--- config.mk ---
export PLATFORM = sky130hd
export DESIGN_NAME = fpr_flash_cmd_protect
export DESIGN_NICKNAME = d
export VERILOG_FILES = /design/src/design/fpr_pkg.sv /design/src/design/fpr_flash_cmd_protect.sv
export SDC_FILE = /design/constraint.sdc
export NUM_CORES = 1
export LEC_CHECK = 0
export BUFFER_PORTS_ARGS = -buffer_cell sky130_fd_sc_hd__buf_2
export CELL_PAD_IN_SITES_DETAIL_PLACEMENT = 1
export CELL_PAD_IN_SITES_GLOBAL_PLACEMENT = 2
export CORE_ASPECT_RATIO = 1.25
export CORE_MARGIN = 2
export CORE_UTILIZATION = 30
export DETAILED_ROUTE_END_ITERATION = 8
export PLACE_DENSITY = 0.85
export SKIP_CTS_REPAIR_TIMING = 1
export SLEW_MARGIN = 30
export SYNTH_ARGS = -nofsm -noshare
export SYNTH_HDL_FRONTEND = slang
export SYNTH_SLANG_ARGS = --single-unit
--- constraint.sdc ---
create_clock -name mclk_i -period 4.52 [get_ports mclk_i]
set_input_delay 0.452 -clock mclk_i [delete_from_list [all_inputs] [get_ports mclk_i]]
set_output_delay 0.452 -clock mclk_i [all_outputs]
set_load 0.01 [all_outputs]
--- src/design/fpr_pkg.sv ---
package fpr_pkg;
   // register word indices; byte address is four times the index
   localparam logic [7:0] IDX_CMD_INDEX = 8'h02;
   localparam logic [7:0] IDX_CONFIG = 8'h04;
   localparam logic [7:0] IDX_STATUS = 8'h05;
   localparam logic [7:0] IDX_COB_LO = 8'h08;
   localparam logic [7:0] IDX_COB_HI = 8'h09;
   localparam logic [7:0] IDX_PROT = 8'h0B;
   localparam logic [7:0] IDX_OPT = 8'h0F;
   localparam int ADR_W = 10;

   // flash_config fields
   localparam int CFG_IE_BIT = 7;
   localparam int CFG_ME_BIT = 5;
   // status_register fields
   localparam int ST_CMD_DONE_FLAG_BIT = 7;
   localparam int ST_ACCESS_ERROR_FLAG_BIT = 5;
   localparam int ST_PROTECT_VIOLATION_FLAG_BIT = 4;
   localparam int ST_BUSY_BIT = 3;
   // protection_control fields
   localparam int PR_POPEN_BIT = 7;
   localparam int PR_HDIS_BIT = 5;
   localparam int PR_HS_LSB = 3;
   localparam int PR_LDIS_BIT = 2;
   localparam int PR_LS_LSB = 0;

   // command object storage
   localparam int COB_WORDS = 6;
   localparam int IDX_W = 3;

   // nonvolatile configuration bytes fetched by the reset sequence
   localparam logic [15:0] NV_PROT_ADDR = 16'h040D;
   localparam logic [15:0] NV_OPT_ADDR = 16'h040F;

   // protection range geometry
   localparam logic [16:0] UPPER_END = 17'h07FFF;
   localparam logic [16:0] LOWER_BASE = 17'h00000;
   localparam logic [16:0] UPPER_UNIT = 17'h00400;
   localparam logic [16:0] LOWER_UNIT = 17'h00800;

   // command codes seen in word 0 bits 15:8
   localparam logic [7:0] CMD_PROGRAM = 8'h01;
   localparam logic [7:0] CMD_ERASE_SECTOR = 8'h02;
   localparam logic [7:0] CMD_ERASE_BLOCK = 8'h03;

   // completion status code for a faulted nonvolatile load
   localparam logic [1:0] MG_NV_FAULT = 2'h2;

   typedef enum logic [2:0] {
      FS_LOAD_PROT = 3'b000,
      FS_WAIT_PROT = 3'b001,
      FS_LOAD_OPT = 3'b010,
      FS_WAIT_OPT = 3'b011,
      FS_IDLE = 3'b100,
      FS_CMD = 3'b101,
      FS_MASS = 3'b110
   } fpr_fsm_t;

   typedef enum logic [1:0] {
      MC_CMD = 2'b00,
      MC_ERASE_ALL = 2'b01,
      MC_VERIFY = 2'b10,
      MC_PROG_SEC = 2'b11
   } fpr_mcop_t;

   typedef struct packed {
      logic cyc;
      logic stb;
      logic we;
      logic [3:0] sel;
      logic [ADR_W-1:0] adr;
      logic [31:0] dat;
   } fpr_wb_req_t;

   typedef struct packed {
      fpr_fsm_t fsm;
      logic ack;
      logic [31:0] rdat;
      logic cmd_done_flag;
      logic access_error_flag;
      logic protect_violation_flag;
      logic [1:0] cmd_error_status;
      logic ie;
      logic me_req;
      logic [IDX_W-1:0] idx;
      logic [COB_WORDS-1:0][15:0] cob;
      logic [7:0] prot;
      logic [7:0] opt;
      logic mc_start;
      fpr_mcop_t mc_op;
      logic nv_rd;
      logic [15:0] nv_addr;
      logic irq;
      logic unsec;
      logic me_s1;
      logic me_s2;
      logic me_prev;
   } fpr_state_t;
endpackage

--- src/design/fpr_flash_cmd_protect.sv ---
`timescale 1ns/10ps
// Notes on behaviour
// - errors during command or reset set status
// - completion irq requested when enabled and done
// - mass erase request set at start, cleared after
// - software cannot write mass erase request
// - mass erase: erase, verify, program security, unsecure
// - reserved bits read zero, except the protection byte's reserved bit, which reads its loaded value
// - six 16-bit command words selected by index
// - command object reachable with byte accesses
// - low register bits 7:0, high bits 15:8
// - protection writes may only grow protection
// - protection loaded from nonvolatile byte at reset
// - protected program or erase sets violation flag
// - block erase refused if any sector protected
// - operation select chooses protect or unprotect meaning
// - upper range disable controls range ending 0x7FFF
// - upper size writable only while upper disabled
// - lower range disable controls range from zero
// - lower size writable only while lower disabled
// - option byte loaded from nonvolatile at reset
// - writing one to done flag launches command
// - violation flag write-one-clear, blocks launches
module fpr_flash_cmd_protect (
   input wire logic mclk_i,
   input wire logic reset_i,
   input wire fpr_pkg::fpr_wb_req_t wb_i,
   output logic [31:0] wb_dat_o,
   output logic wb_ack_o,
   input wire logic mass_erase_i,
   output logic nv_rd_o,
   output logic [15:0] nv_addr_o,
   input wire logic [7:0] nv_data_i,
   input wire logic nv_valid_i,
   input wire logic nv_dbl_fault_i,
   output logic mc_start_o,
   output fpr_pkg::fpr_mcop_t mc_op_o,
   output logic [fpr_pkg::COB_WORDS*16-1:0] mc_cob_o,
   input wire logic mc_done_i,
   input wire logic [1:0] mc_err_i,
   output logic done_irq_o,
   output logic unsecure_o,
   output logic [7:0] protect_o,
   output logic [7:0] option_o
);

   fpr_pkg::fpr_state_t q;
   fpr_pkg::fpr_state_t d;

   logic acc;
   logic wr;
   logic [7:0] widx;
   logic [7:0] wbyte;
   logic me_rise;
   logic cob_ok;
   logic launch_try;
   logic [7:0] cmd_code;
   logic cmd_refused;

   // true when addr lies in a protected area
   function automatic logic prot_hit(input logic [7:0] p, input logic [15:0] addr);
      logic [16:0] hsz;
      logic [16:0] lsz;
      logic [16:0] a;
      logic hin;
      logic lin;
      hsz = fpr_pkg::UPPER_UNIT << p[fpr_pkg::PR_HS_LSB +: 2];
      lsz = fpr_pkg::LOWER_UNIT << p[fpr_pkg::PR_LS_LSB +: 2];
      a = {1'b0, addr};
      hin = ~p[fpr_pkg::PR_HDIS_BIT] && (a <= fpr_pkg::UPPER_END) &&
            (a >= 17'(fpr_pkg::UPPER_END + 17'h00001 - hsz));
      lin = ~p[fpr_pkg::PR_LDIS_BIT] && (a >= fpr_pkg::LOWER_BASE) &&
            (a < 17'(fpr_pkg::LOWER_BASE + lsz));
      // select sets the meaning of the ranges
      if (p[fpr_pkg::PR_POPEN_BIT]) begin
         prot_hit = hin | lin;
      end else begin
         prot_hit = ~(hin | lin);
      end
   endfunction

   // any sector protected at all, used to refuse a whole-block erase
   function automatic logic any_prot(input logic [7:0] p);
      if (p[fpr_pkg::PR_POPEN_BIT]) begin
         any_prot = ~p[fpr_pkg::PR_HDIS_BIT] | ~p[fpr_pkg::PR_LDIS_BIT];
      end else begin
         any_prot = 1'b1; // ranges never cover the whole array here
      end
   endfunction

   // merge a software write so protection can only grow
   function automatic logic [7:0] prot_merge(input logic [7:0] o, input logic [7:0] w);
      logic [7:0] n;
      logic p;
      n = o; // reserved nonvolatile bit keeps its loaded value
      p = o[fpr_pkg::PR_POPEN_BIT] & w[fpr_pkg::PR_POPEN_BIT];
      n[fpr_pkg::PR_POPEN_BIT] = p;
      if (p) begin
         n[fpr_pkg::PR_HDIS_BIT] = o[fpr_pkg::PR_HDIS_BIT] & w[fpr_pkg::PR_HDIS_BIT];
         n[fpr_pkg::PR_LDIS_BIT] = o[fpr_pkg::PR_LDIS_BIT] & w[fpr_pkg::PR_LDIS_BIT];
      end else begin
         n[fpr_pkg::PR_HDIS_BIT] = o[fpr_pkg::PR_HDIS_BIT] | w[fpr_pkg::PR_HDIS_BIT];
         n[fpr_pkg::PR_LDIS_BIT] = o[fpr_pkg::PR_LDIS_BIT] | w[fpr_pkg::PR_LDIS_BIT];
      end
      if (o[fpr_pkg::PR_HDIS_BIT]) begin
         n[fpr_pkg::PR_HS_LSB +: 2] = w[fpr_pkg::PR_HS_LSB +: 2];
      end
      if (o[fpr_pkg::PR_LDIS_BIT]) begin
         n[fpr_pkg::PR_LS_LSB +: 2] = w[fpr_pkg::PR_LS_LSB +: 2];
      end
      prot_merge = n;
   endfunction

   // bus decode helpers; one wait state, ack never repeats back to back
   assign acc = wb_i.cyc & wb_i.stb & ~q.ack;
   assign wr = acc & wb_i.we & wb_i.sel[0];
   assign widx = 8'(wb_i.adr[fpr_pkg::ADR_W-1:2]);
   assign wbyte = wb_i.dat[7:0];
   assign me_rise = q.me_s2 & ~q.me_prev;
   // command words only change between commands and without pending errors
   assign cob_ok = q.cmd_done_flag & ~q.access_error_flag & ~q.protect_violation_flag & (q.fsm == fpr_pkg::FS_IDLE) &
                   (q.idx < 3'(fpr_pkg::COB_WORDS));
   assign launch_try = wr && (widx == fpr_pkg::IDX_STATUS) && wbyte[fpr_pkg::ST_CMD_DONE_FLAG_BIT] &&
                       q.cmd_done_flag && ~q.access_error_flag && ~q.protect_violation_flag && (q.fsm == fpr_pkg::FS_IDLE);
   assign cmd_code = q.cob[0][15:8];
   assign cmd_refused = ((cmd_code == fpr_pkg::CMD_PROGRAM ||
                          cmd_code == fpr_pkg::CMD_ERASE_SECTOR) &&
                         prot_hit(q.prot, q.cob[1])) ||
                        (cmd_code == fpr_pkg::CMD_ERASE_BLOCK && any_prot(q.prot));

   // next state: sequencer first, then software writes, then read data
   always_comb begin
      logic [7:0] rb;
      rb = 8'h00;
      d = q;
      d.ack = 1'b0;
      d.mc_start = 1'b0;
      d.nv_rd = 1'b0;
      d.me_s1 = mass_erase_i;
      d.me_s2 = q.me_s1;
      d.me_prev = q.me_s2;
      case (q.fsm)
         fpr_pkg::FS_LOAD_PROT: begin
            d.nv_rd = 1'b1;
            d.nv_addr = fpr_pkg::NV_PROT_ADDR;
            d.fsm = fpr_pkg::FS_WAIT_PROT;
         end
         fpr_pkg::FS_WAIT_PROT: begin
            if (nv_valid_i) begin
               d.prot = nv_data_i;
               if (nv_dbl_fault_i) begin
                  d.cmd_error_status = q.cmd_error_status | fpr_pkg::MG_NV_FAULT;
               end
               d.fsm = fpr_pkg::FS_LOAD_OPT;
            end
         end
         fpr_pkg::FS_LOAD_OPT: begin
            d.nv_rd = 1'b1;
            d.nv_addr = fpr_pkg::NV_OPT_ADDR;
            d.fsm = fpr_pkg::FS_WAIT_OPT;
         end
         fpr_pkg::FS_WAIT_OPT: begin
            if (nv_valid_i) begin
               d.opt = nv_data_i;
               if (nv_dbl_fault_i) begin
                  d.cmd_error_status = q.cmd_error_status | fpr_pkg::MG_NV_FAULT;
               end
               d.cmd_done_flag = 1'b1;
               d.fsm = fpr_pkg::FS_IDLE;
            end
         end
         fpr_pkg::FS_IDLE: begin
            // debugger request wins over a software launch in the same cycle
            if (me_rise) begin
               d.me_req = 1'b1;
               d.cmd_done_flag = 1'b0;
               d.mc_op = fpr_pkg::MC_ERASE_ALL;
               d.mc_start = 1'b1;
               d.fsm = fpr_pkg::FS_MASS;
            end
         end
         fpr_pkg::FS_CMD: begin
            if (mc_done_i) begin
               d.cmd_error_status = mc_err_i;
               d.cmd_done_flag = 1'b1;
               d.fsm = fpr_pkg::FS_IDLE;
            end
         end
         fpr_pkg::FS_MASS: begin
            if (mc_done_i) begin
               if (mc_err_i != 2'h0) begin
                  // abort: security stays as it was
                  d.cmd_error_status = mc_err_i;
                  d.me_req = 1'b0;
                  d.cmd_done_flag = 1'b1;
                  d.fsm = fpr_pkg::FS_IDLE;
               end else if (q.mc_op == fpr_pkg::MC_ERASE_ALL) begin
                  d.mc_op = fpr_pkg::MC_VERIFY;
                  d.mc_start = 1'b1;
               end else if (q.mc_op == fpr_pkg::MC_VERIFY) begin
                  d.mc_op = fpr_pkg::MC_PROG_SEC;
                  d.mc_start = 1'b1;
               end else begin
                  d.unsec = 1'b1;
                  d.me_req = 1'b0;
                  d.cmd_done_flag = 1'b1;
                  d.fsm = fpr_pkg::FS_IDLE;
               end
            end
         end
         default: begin
            d.fsm = fpr_pkg::FS_IDLE;
         end
      endcase
      // software writes, low byte lane only
      if (wr) begin
         if (widx == fpr_pkg::IDX_CMD_INDEX) begin
            if (q.cmd_done_flag) begin
               d.idx = wbyte[fpr_pkg::IDX_W-1:0];
            end
         end else if (widx == fpr_pkg::IDX_CONFIG) begin
            // only the enable is stored; request and reserved bits stay untouched
            d.ie = wbyte[fpr_pkg::CFG_IE_BIT];
         end else if (widx == fpr_pkg::IDX_STATUS) begin
            if (wbyte[fpr_pkg::ST_ACCESS_ERROR_FLAG_BIT]) begin
               d.access_error_flag = 1'b0;
            end
            if (wbyte[fpr_pkg::ST_PROTECT_VIOLATION_FLAG_BIT]) begin
               d.protect_violation_flag = 1'b0;
            end
            if (launch_try && d.fsm == fpr_pkg::FS_IDLE) begin
               if (cmd_refused) begin
                  d.protect_violation_flag = 1'b1;
               end else begin
                  d.cmd_done_flag = 1'b0;
                  d.cmd_error_status = 2'h0;
                  d.mc_op = fpr_pkg::MC_CMD;
                  d.mc_start = 1'b1;
                  d.fsm = fpr_pkg::FS_CMD;
               end
            end
         end else if (widx == fpr_pkg::IDX_COB_LO) begin
            if (cob_ok) begin
               d.cob[q.idx][7:0] = wbyte;
            end else if (~q.cmd_done_flag) begin
               d.access_error_flag = 1'b1;
            end
         end else if (widx == fpr_pkg::IDX_COB_HI) begin
            if (cob_ok) begin
               d.cob[q.idx][15:8] = wbyte;
            end else if (~q.cmd_done_flag) begin
               d.access_error_flag = 1'b1;
            end
         end else if (widx == fpr_pkg::IDX_PROT) begin
            d.prot = prot_merge(q.prot, wbyte);
         end
      end
      // read mux; unmapped words and reserved bits read zero, except protection bit 6, which reads as loaded
      if (widx == fpr_pkg::IDX_CMD_INDEX) begin
         rb = {5'h00, q.idx};
      end else if (widx == fpr_pkg::IDX_CONFIG) begin
         rb[fpr_pkg::CFG_IE_BIT] = q.ie;
         rb[fpr_pkg::CFG_ME_BIT] = q.me_req;
      end else if (widx == fpr_pkg::IDX_STATUS) begin
         rb[fpr_pkg::ST_CMD_DONE_FLAG_BIT] = q.cmd_done_flag;
         rb[fpr_pkg::ST_ACCESS_ERROR_FLAG_BIT] = q.access_error_flag;
         rb[fpr_pkg::ST_PROTECT_VIOLATION_FLAG_BIT] = q.protect_violation_flag;
         rb[fpr_pkg::ST_BUSY_BIT] = (q.fsm == fpr_pkg::FS_CMD) | (q.fsm == fpr_pkg::FS_MASS);
         rb[1:0] = q.cmd_error_status;
      end else if (widx == fpr_pkg::IDX_COB_LO) begin
         if (q.idx < 3'(fpr_pkg::COB_WORDS)) begin
            rb = q.cob[q.idx][7:0];
         end
      end else if (widx == fpr_pkg::IDX_COB_HI) begin
         if (q.idx < 3'(fpr_pkg::COB_WORDS)) begin
            rb = q.cob[q.idx][15:8];
         end
      end else if (widx == fpr_pkg::IDX_PROT) begin
         rb = q.prot;
      end else if (widx == fpr_pkg::IDX_OPT) begin
         rb = q.opt;
      end
      if (acc) begin
         d.ack = 1'b1;
         d.rdat = {24'h000000, rb};
      end
      d.irq = d.ie & d.cmd_done_flag;
   end

   // option and command words are undefined before load; zero chosen
   always_ff @(posedge mclk_i or posedge reset_i) begin
      if (reset_i) begin
         q <= '0;
      end else begin
         q <= d;
      end
   end

   // outputs straight from the state register
   assign wb_dat_o = q.rdat;
   assign wb_ack_o = q.ack;
   assign nv_rd_o = q.nv_rd;
   assign nv_addr_o = q.nv_addr;
   assign mc_start_o = q.mc_start;
   assign mc_op_o = q.mc_op;
   assign mc_cob_o = q.cob;
   assign done_irq_o = q.irq;
   assign unsecure_o = q.unsec;
   assign protect_o = q.prot;
   assign option_o = q.opt;

   chk_irq_gate: assert property (@(posedge mclk_i) disable iff (reset_i)
      (q.cmd_done_flag && $past(q.cmd_done_flag) && !q.ie) |-> !done_irq_o)
      else $error("irq raised while disabled");
   chk_mass_start: assert property (@(posedge mclk_i) disable iff (reset_i)
      (q.fsm == fpr_pkg::FS_IDLE && me_rise) |=> (q.me_req && mc_start_o))
      else $error("mass erase request not set at start");
   chk_mass_order: assert property (@(posedge mclk_i) disable iff (reset_i)
      (q.fsm == fpr_pkg::FS_MASS && mc_done_i && mc_err_i == 2'h0 &&
       q.mc_op == fpr_pkg::MC_ERASE_ALL) |=> (mc_start_o && q.mc_op == fpr_pkg::MC_VERIFY))
      else $error("verify does not follow erase");
   chk_me_readonly: assert property (@(posedge mclk_i) disable iff (reset_i)
      (wr && widx == fpr_pkg::IDX_CONFIG && q.fsm == fpr_pkg::FS_IDLE && !me_rise)
      |=> (q.me_req == $past(q.me_req)))
      else $error("mass erase request written by software");
   chk_reserved_zero: assert property (@(posedge mclk_i) disable iff (reset_i)
      wb_ack_o |-> (wb_dat_o[31:8] == 24'h000000))
      else $error("reserved read bits not zero");
   chk_cob_write: assert property (@(posedge mclk_i) disable iff (reset_i)
      (wr && widx == fpr_pkg::IDX_COB_LO && cob_ok)
      |=> (q.cob[$past(q.idx)][7:0] == $past(wbyte)))
      else $error("command object low byte not stored");
   chk_prot_refuse: assert property (@(posedge mclk_i) disable iff (reset_i)
      (launch_try && cmd_refused) |=> (q.protect_violation_flag && !mc_start_o && q.cmd_done_flag))
      else $error("protected command not refused");
   chk_popen_grow: assert property (@(posedge mclk_i) disable iff (reset_i)
      (wr && widx == fpr_pkg::IDX_PROT && !q.prot[fpr_pkg::PR_POPEN_BIT])
      |=> !q.prot[fpr_pkg::PR_POPEN_BIT])
      else $error("protection select shrank protection");
   chk_size_lock: assert property (@(posedge mclk_i) disable iff (reset_i)
      (wr && widx == fpr_pkg::IDX_PROT && !q.prot[fpr_pkg::PR_HDIS_BIT])
      |=> (q.prot[fpr_pkg::PR_HS_LSB +: 2] == $past(q.prot[fpr_pkg::PR_HS_LSB +: 2])))
      else $error("upper size changed while range enabled");
   chk_opt_load: assert property (@(posedge mclk_i) disable iff (reset_i)
      (q.fsm == fpr_pkg::FS_WAIT_OPT && nv_valid_i) |=> (option_o == $past(nv_data_i)))
      else $error("option byte not loaded");
   chk_cmd_error: assert property (@(posedge mclk_i) disable iff (reset_i)
      (q.fsm == fpr_pkg::FS_CMD && mc_done_i && mc_err_i != 2'h0)
      |=> (q.cmd_error_status == $past(mc_err_i) && q.cmd_done_flag))
      else $error("command error not recorded");
   chk_viol_block: assert property (@(posedge mclk_i) disable iff (reset_i)
      (q.protect_violation_flag && wr && widx == fpr_pkg::IDX_STATUS) |=> !mc_start_o)
      else $error("launch accepted during violation");
   // lower size is frozen while the lower range is active
   chk_low_size_lock: assert property (@(posedge mclk_i) disable iff (reset_i)
      (wr && widx == fpr_pkg::IDX_PROT && !q.prot[fpr_pkg::PR_LDIS_BIT])
      |=> (q.prot[fpr_pkg::PR_LS_LSB +: 2] == $past(q.prot[fpr_pkg::PR_LS_LSB +: 2])))
      else $error("lower size changed while range enabled");
   chk_prot_load: assert property (@(posedge mclk_i) disable iff (reset_i)
      (q.fsm == fpr_pkg::FS_WAIT_PROT && nv_valid_i) |=> (protect_o == $past(nv_data_i)))
      else $error("protection byte not loaded");
   // done flag must stay low for the whole user command
   chk_busy_flag_low: assert property (@(posedge mclk_i) disable iff (reset_i)
      (q.fsm == fpr_pkg::FS_CMD) |-> !q.cmd_done_flag)
      else $error("done flag high during command");
   chk_block_refuse: assert property (@(posedge mclk_i) disable iff (reset_i)
      (launch_try && cmd_code == fpr_pkg::CMD_ERASE_BLOCK && any_prot(q.prot))
      |=> (!mc_start_o && q.protect_violation_flag))
      else $error("block erase started with protection active");

endmodule

Word level (Yosys, flattened, before mapping):

Index checks and enable logic that the tools add are counted.

* register bits after elaboration: 159
* output and inout port bits: 167
* logic and storage cells: 238

* add/subtract/negate cells: 1
* magnitude comparators: 6
* equality and inequality tests: 29
* shift operators: 2
* multiplexer cells: 110
* bitwise logic cells: 31
* reductions and logical operators: 29

Operators with widths (count)
* $mux W96: 4
* $bwmux W96: 2
* $mux W8: 17
* $demux W16 S3: 2
* $mux W3: 28
* $bmux W16 S3: 1
* $mux W1: 34
* $pmux W17 S2: 1
* $mux W33: 1
* $eq A8 B4 Y1 const B: 4
* $mux W16: 2
* $eq A8 B2 Y1 const B: 3
* $pmux W3 S7: 1
* $mux W2: 9
* $ge A16 B17 Y1: 1
* $lt A16 B17 Y1: 1
* $shl A11 B2 Y17 const A: 1
* $shl A12 B2 Y17 const A: 1
* $sub A16 B17 Y17 const A: 1
* $eq A8 B3 Y1 const B: 2
* $le A16 B15 Y1 const B: 1
* $ne A8 B8 Y1 const B: 2
* $reduce_and A5 Y1: 3
* $and A1 B1 Y1: 13
* 30 further kinds: 73

Longest topological paths before layout:

* word-level depth: 17
* mapped depth: 8

Worst setup path after synthesis:

OpenSTA, ideal clock, no wires.

* path kind: input to register
* start point: in wb_i[39] in the netlist's numbering
* end point: reg q, in the netlist mc_cob_o[57]
* arrival time: 2247 ps
* required time: 4395 ps
* slack: 2148 ps
* stages on the path: 6
* path buffers: 1
* cell sequence: nor4_4 nand3_2 or4_1 buf_2 nor3_4 mux2_2

* longest elaborated chain between the ends: 3
* elaborated cells on any way between the ends: 13
* classes of those cells: eq/ne: 7; mux: 1; bitwise: 3; reduce/logical: 2

RTL lines
* start, declared: RTL line fpr_flash_cmd_protect.sv:27 `input wire fpr_pkg::fpr_wb_req_t wb_i,`
* $eq A8 B4 Y1 (tied with other cells): RTL line fpr_flash_cmd_protect.sv:248 `end else if (widx == fpr_pkg::IDX_COB_HI) begin`
* $ne A2 B2 Y1 (no source line) (tied with other cells)
* $reduce_and A7 Y1 (no source line)
* end signal, assigned: RTL line fpr_flash_cmd_protect.sv:293 `q <= '0;`
* end signal, assigned: RTL line fpr_flash_cmd_protect.sv:295 `q <= d;`
* end, declared: RTL line fpr_flash_cmd_protect.sv:47 `fpr_pkg::fpr_state_t q;`

Parallel ways exist; a longest one is shown, timed or not.
A chain may end at the register's enable or synchronous reset.

Final worst setup path:

* start point: reg q, in the netlist wb_ack_o
* end point: reg q, in the netlist mc_cob_o[9]

* longest elaborated chain between the ends: 5

RTL lines
* $not A1 Y1: RTL line fpr_flash_cmd_protect.sv:115 `assign acc = wb_i.cyc & wb_i.stb & ~q.ack;`
* $and A1 B1 Y1: RTL line fpr_flash_cmd_protect.sv:115
* via acc: RTL line fpr_flash_cmd_protect.sv:50 `logic acc;`
* $and A1 B1 Y1 (2 in series): RTL line fpr_flash_cmd_protect.sv:116 `assign wr = acc & wb_i.we & wb_i.sel[0];`
* $reduce_and A7 Y1 (no source line)

The timed path passes the listed nets, and every way through them passes these cells.

==> impl_metrics.ini <==
[flow_run]
drv_cap = 0

[cells_and_area]
syn_to_final_growth_pct = 9.061
final_cell_count_no_fill = 1245
drive_above_1_share_pct = 41.64
nNetsFinal = 920
diodes = 0

[clock_tree]
cts_tree = built
clock_path_buffers = 2
cts.sinks = 145
cts_buffers = 17
cts_root_buf = clkbuf_16
htree_levels = 4
clk_transition_reported_paths_ns = 0.07
clock_latency_ns = 0.43

[placed_design]
hpwl_um = 21150
portBuffers = 167
dp.cells = 1214
gp_congestion = 0.8674

[worst_setup_path]
crit_path_end_kind = register
crit_path_start_kind = register
r2r.worst_path.cells = 6
worstPathArrival_ns = 3.45
crit_path_max_fanout = 13
required_ns = 4.83
crit_type = reg2reg

[synthesis]
yosysWarningCount = 0
ys_types = 66
synthesis.area_um2 = 8755
synth_edf_count = 0
synth_flop_cell = dfrtp_1
yosys_register_bits = 145
avgSynthCellArea_um2 = 10.73
async_flop_share_pct = 100.0
synthCells = 816
yosysSeqAreaShare_pct = 41.45

[pwr]
power_density_nw_per_um2 = 403.7
netSwitchingPower_uw = 1168
pwr-share-clk_pct = 39.4
power_leakage_uw = 0.004757
p_sw_share_pct = 30.30
p_comb_share_pct = 19.3
internal_power_uw = 2687
peakVddDrop_v = 0.0002541
seqPwrFrac_pct = 41.3

[floorplanning]
rows = 69
die_h_um = 195.0
dieArea_um2 = 30570
die_x_um = 156.8
start_util_pct = 30.64
io_pins = 232
core_um2 = 28580

[sta]
slew_headroom_pct = 36.17
period_share_pct = 69.51
setup_viol = 0
final-hold-violation-count = 0
tightest_slew_ns = 0.9556
worst_clock_skew_ns = 0.01287
finalMaxSlewViolations = 0
fmax_ghz = 0.3183
grt_setup_unrepaired = no
min_period_ns = 3.142
final.setup.tns_ns = 0

[drt]
vias_per_cell = 5.031
wire_per_inst_um = 22.44
first_iter_violations = 366
wl_um = 27940
drt_pass1_iterations = 5
ant_nets = 0
num_vias = 6263
drc = 0

[worst_hold_path]
hp-class = in2async

[grt]
grt_pass1_wl_um = 41840
grt_pass1_vias = 6457
grt_antenna_before_repair = 1
track_usage_pct = 18.61
grt_overflow = 0
grt_max_degree = 75

[run_status]
outcome = completed
-- kinds of logic after synthesis --
family	share of synthesized area (%)
fa+ha+maj	1.715
mux	19.12
buf+inv	16.48
compound gates	11.10
flops	41.45
simple gates	9.747
xor+xnor	0.3002
other cells	0.08578
-- cell usage in the layout, fill, tap and decap left out, drive strengths merged, types with 7 or more instances in the layout --
cell	count
a21oi	16
nand3	18
ha	12
dfrtp	145
and3	13
conb	38
a22oi	15
nor2	27
nand2b	7
mux2i	12
a221o	9
a221oi	7
a31oi	13
clkbuf	19
nor3	10
o21ai	32
inv	15
buf	178
nand2	28
nor2b	7
a211oi	8
mux2	134
-- critical path, stage by stage (launching register included) --
cell	delay (ns)
dfrtp_1	0.37
nand3b_1	0.51
clkinv_1	0.34
nand4_1	0.25
or4_1	0.64
nand2b_1	0.46
mux2_1	0.44
-- power groups by stage --
stage	logic [µW]	registers, µW	clock network [µW]
global placement	731	1610	0
global route	838	1620	1610
finish	742	1590	1520
floorplan	653	1530	0
detailed placement	750	1620	0
CTS	756	1600	1540
-- state kept, by name, indices dropped and copies added, names as in the netlist --
name,count
unsecure_o,1
protect_o,8
option_o,8
nv_rd_o,1
d,2
mc_start_o,1
nv_addr_o,2
mc_cob_o,96
wb_dat_o,8
q,14
done_irq_o,1
wb_ack_o,1
mc_op_o,2
-- per-layer routing --
layer / GRT usage [%] / wire (µm) / share of wire [%]
met1: 22.54 / 11050 / 40
met2: 32.65 / 14420 / 52
met3: 4.483 / 1803 / 6.5
met4: 5.233 / 667 / 2.4
met5: 0 / 0 / 0
-- synth_stat cells, types with 8 or more instances --
cell | count | area, µm²
ha_1 | 12 | 150.1
o21ai_0 | 32 | 160.2
clkbuf_1 | 36 | 135.1
mux2_2 | 128 | 1441
nand2_1 | 28 | 105.1
a21oi_1 | 16 | 80.08
buf_4 | 162 | 1216
a221o_1 | 9 | 90.09
a31oi_1 | 13 | 81.33
nor2_1 | 27 | 101.4
and3_1 | 13 | 81.33
a211oi_1 | 8 | 60.06
mux2i_1 | 12 | 120.1
dfrtp_1 | 145 | 3628
inv_1 | 12 | 45.04
nand3_1 | 17 | 85.08
a22oi_1 | 15 | 112.6
-- per-stage QoR --
stage                     hold WS [ns]  power, µW  util [%]  cell area (µm²)  setup WS [ns]
final                           0.1360       3855     33.41             9548          1.378
after global routing            0.1304       4065     33.41             9548          1.197
after CTS                       0.1195       3895     33.41             9547          1.380
after detailed placement        0.3479       2369     31.22             8921          1.308
after global placement          0.3333       2344     31.22             8921          1.350
after floorplan                 0.3312       2183         -             8890         0.1734
-- final timing paths --
check,to,start,slack [ns]
hold / removal,mc_cob_o[64],reset_i,0.14
hold reg to reg,d[0],d[1],0.36
max in group asynchronous,mc_op_o[1],reset_i,3.31
setup / recovery,mc_cob_o[9],wb_ack_o,1.38
min in group mclk_i,d[1],mass_erase_i,0.14
setup reg to reg,mc_cob_o[9],wb_ack_o,1.38
-- cell type report --
type                            count  area, µm²
Tap cell                          390      488.0
Clock inverter                     12      182.7
Timing Repair Buffer              178      918.4
Inverter                           15      61.31
Clock buffer                       19      442.9
Multi-Input combinational cell    486       3825
Fill cell                        3244      19030
Sequential cell                   145       3630
No activity file was read; power rests on OpenSTA's default activity.
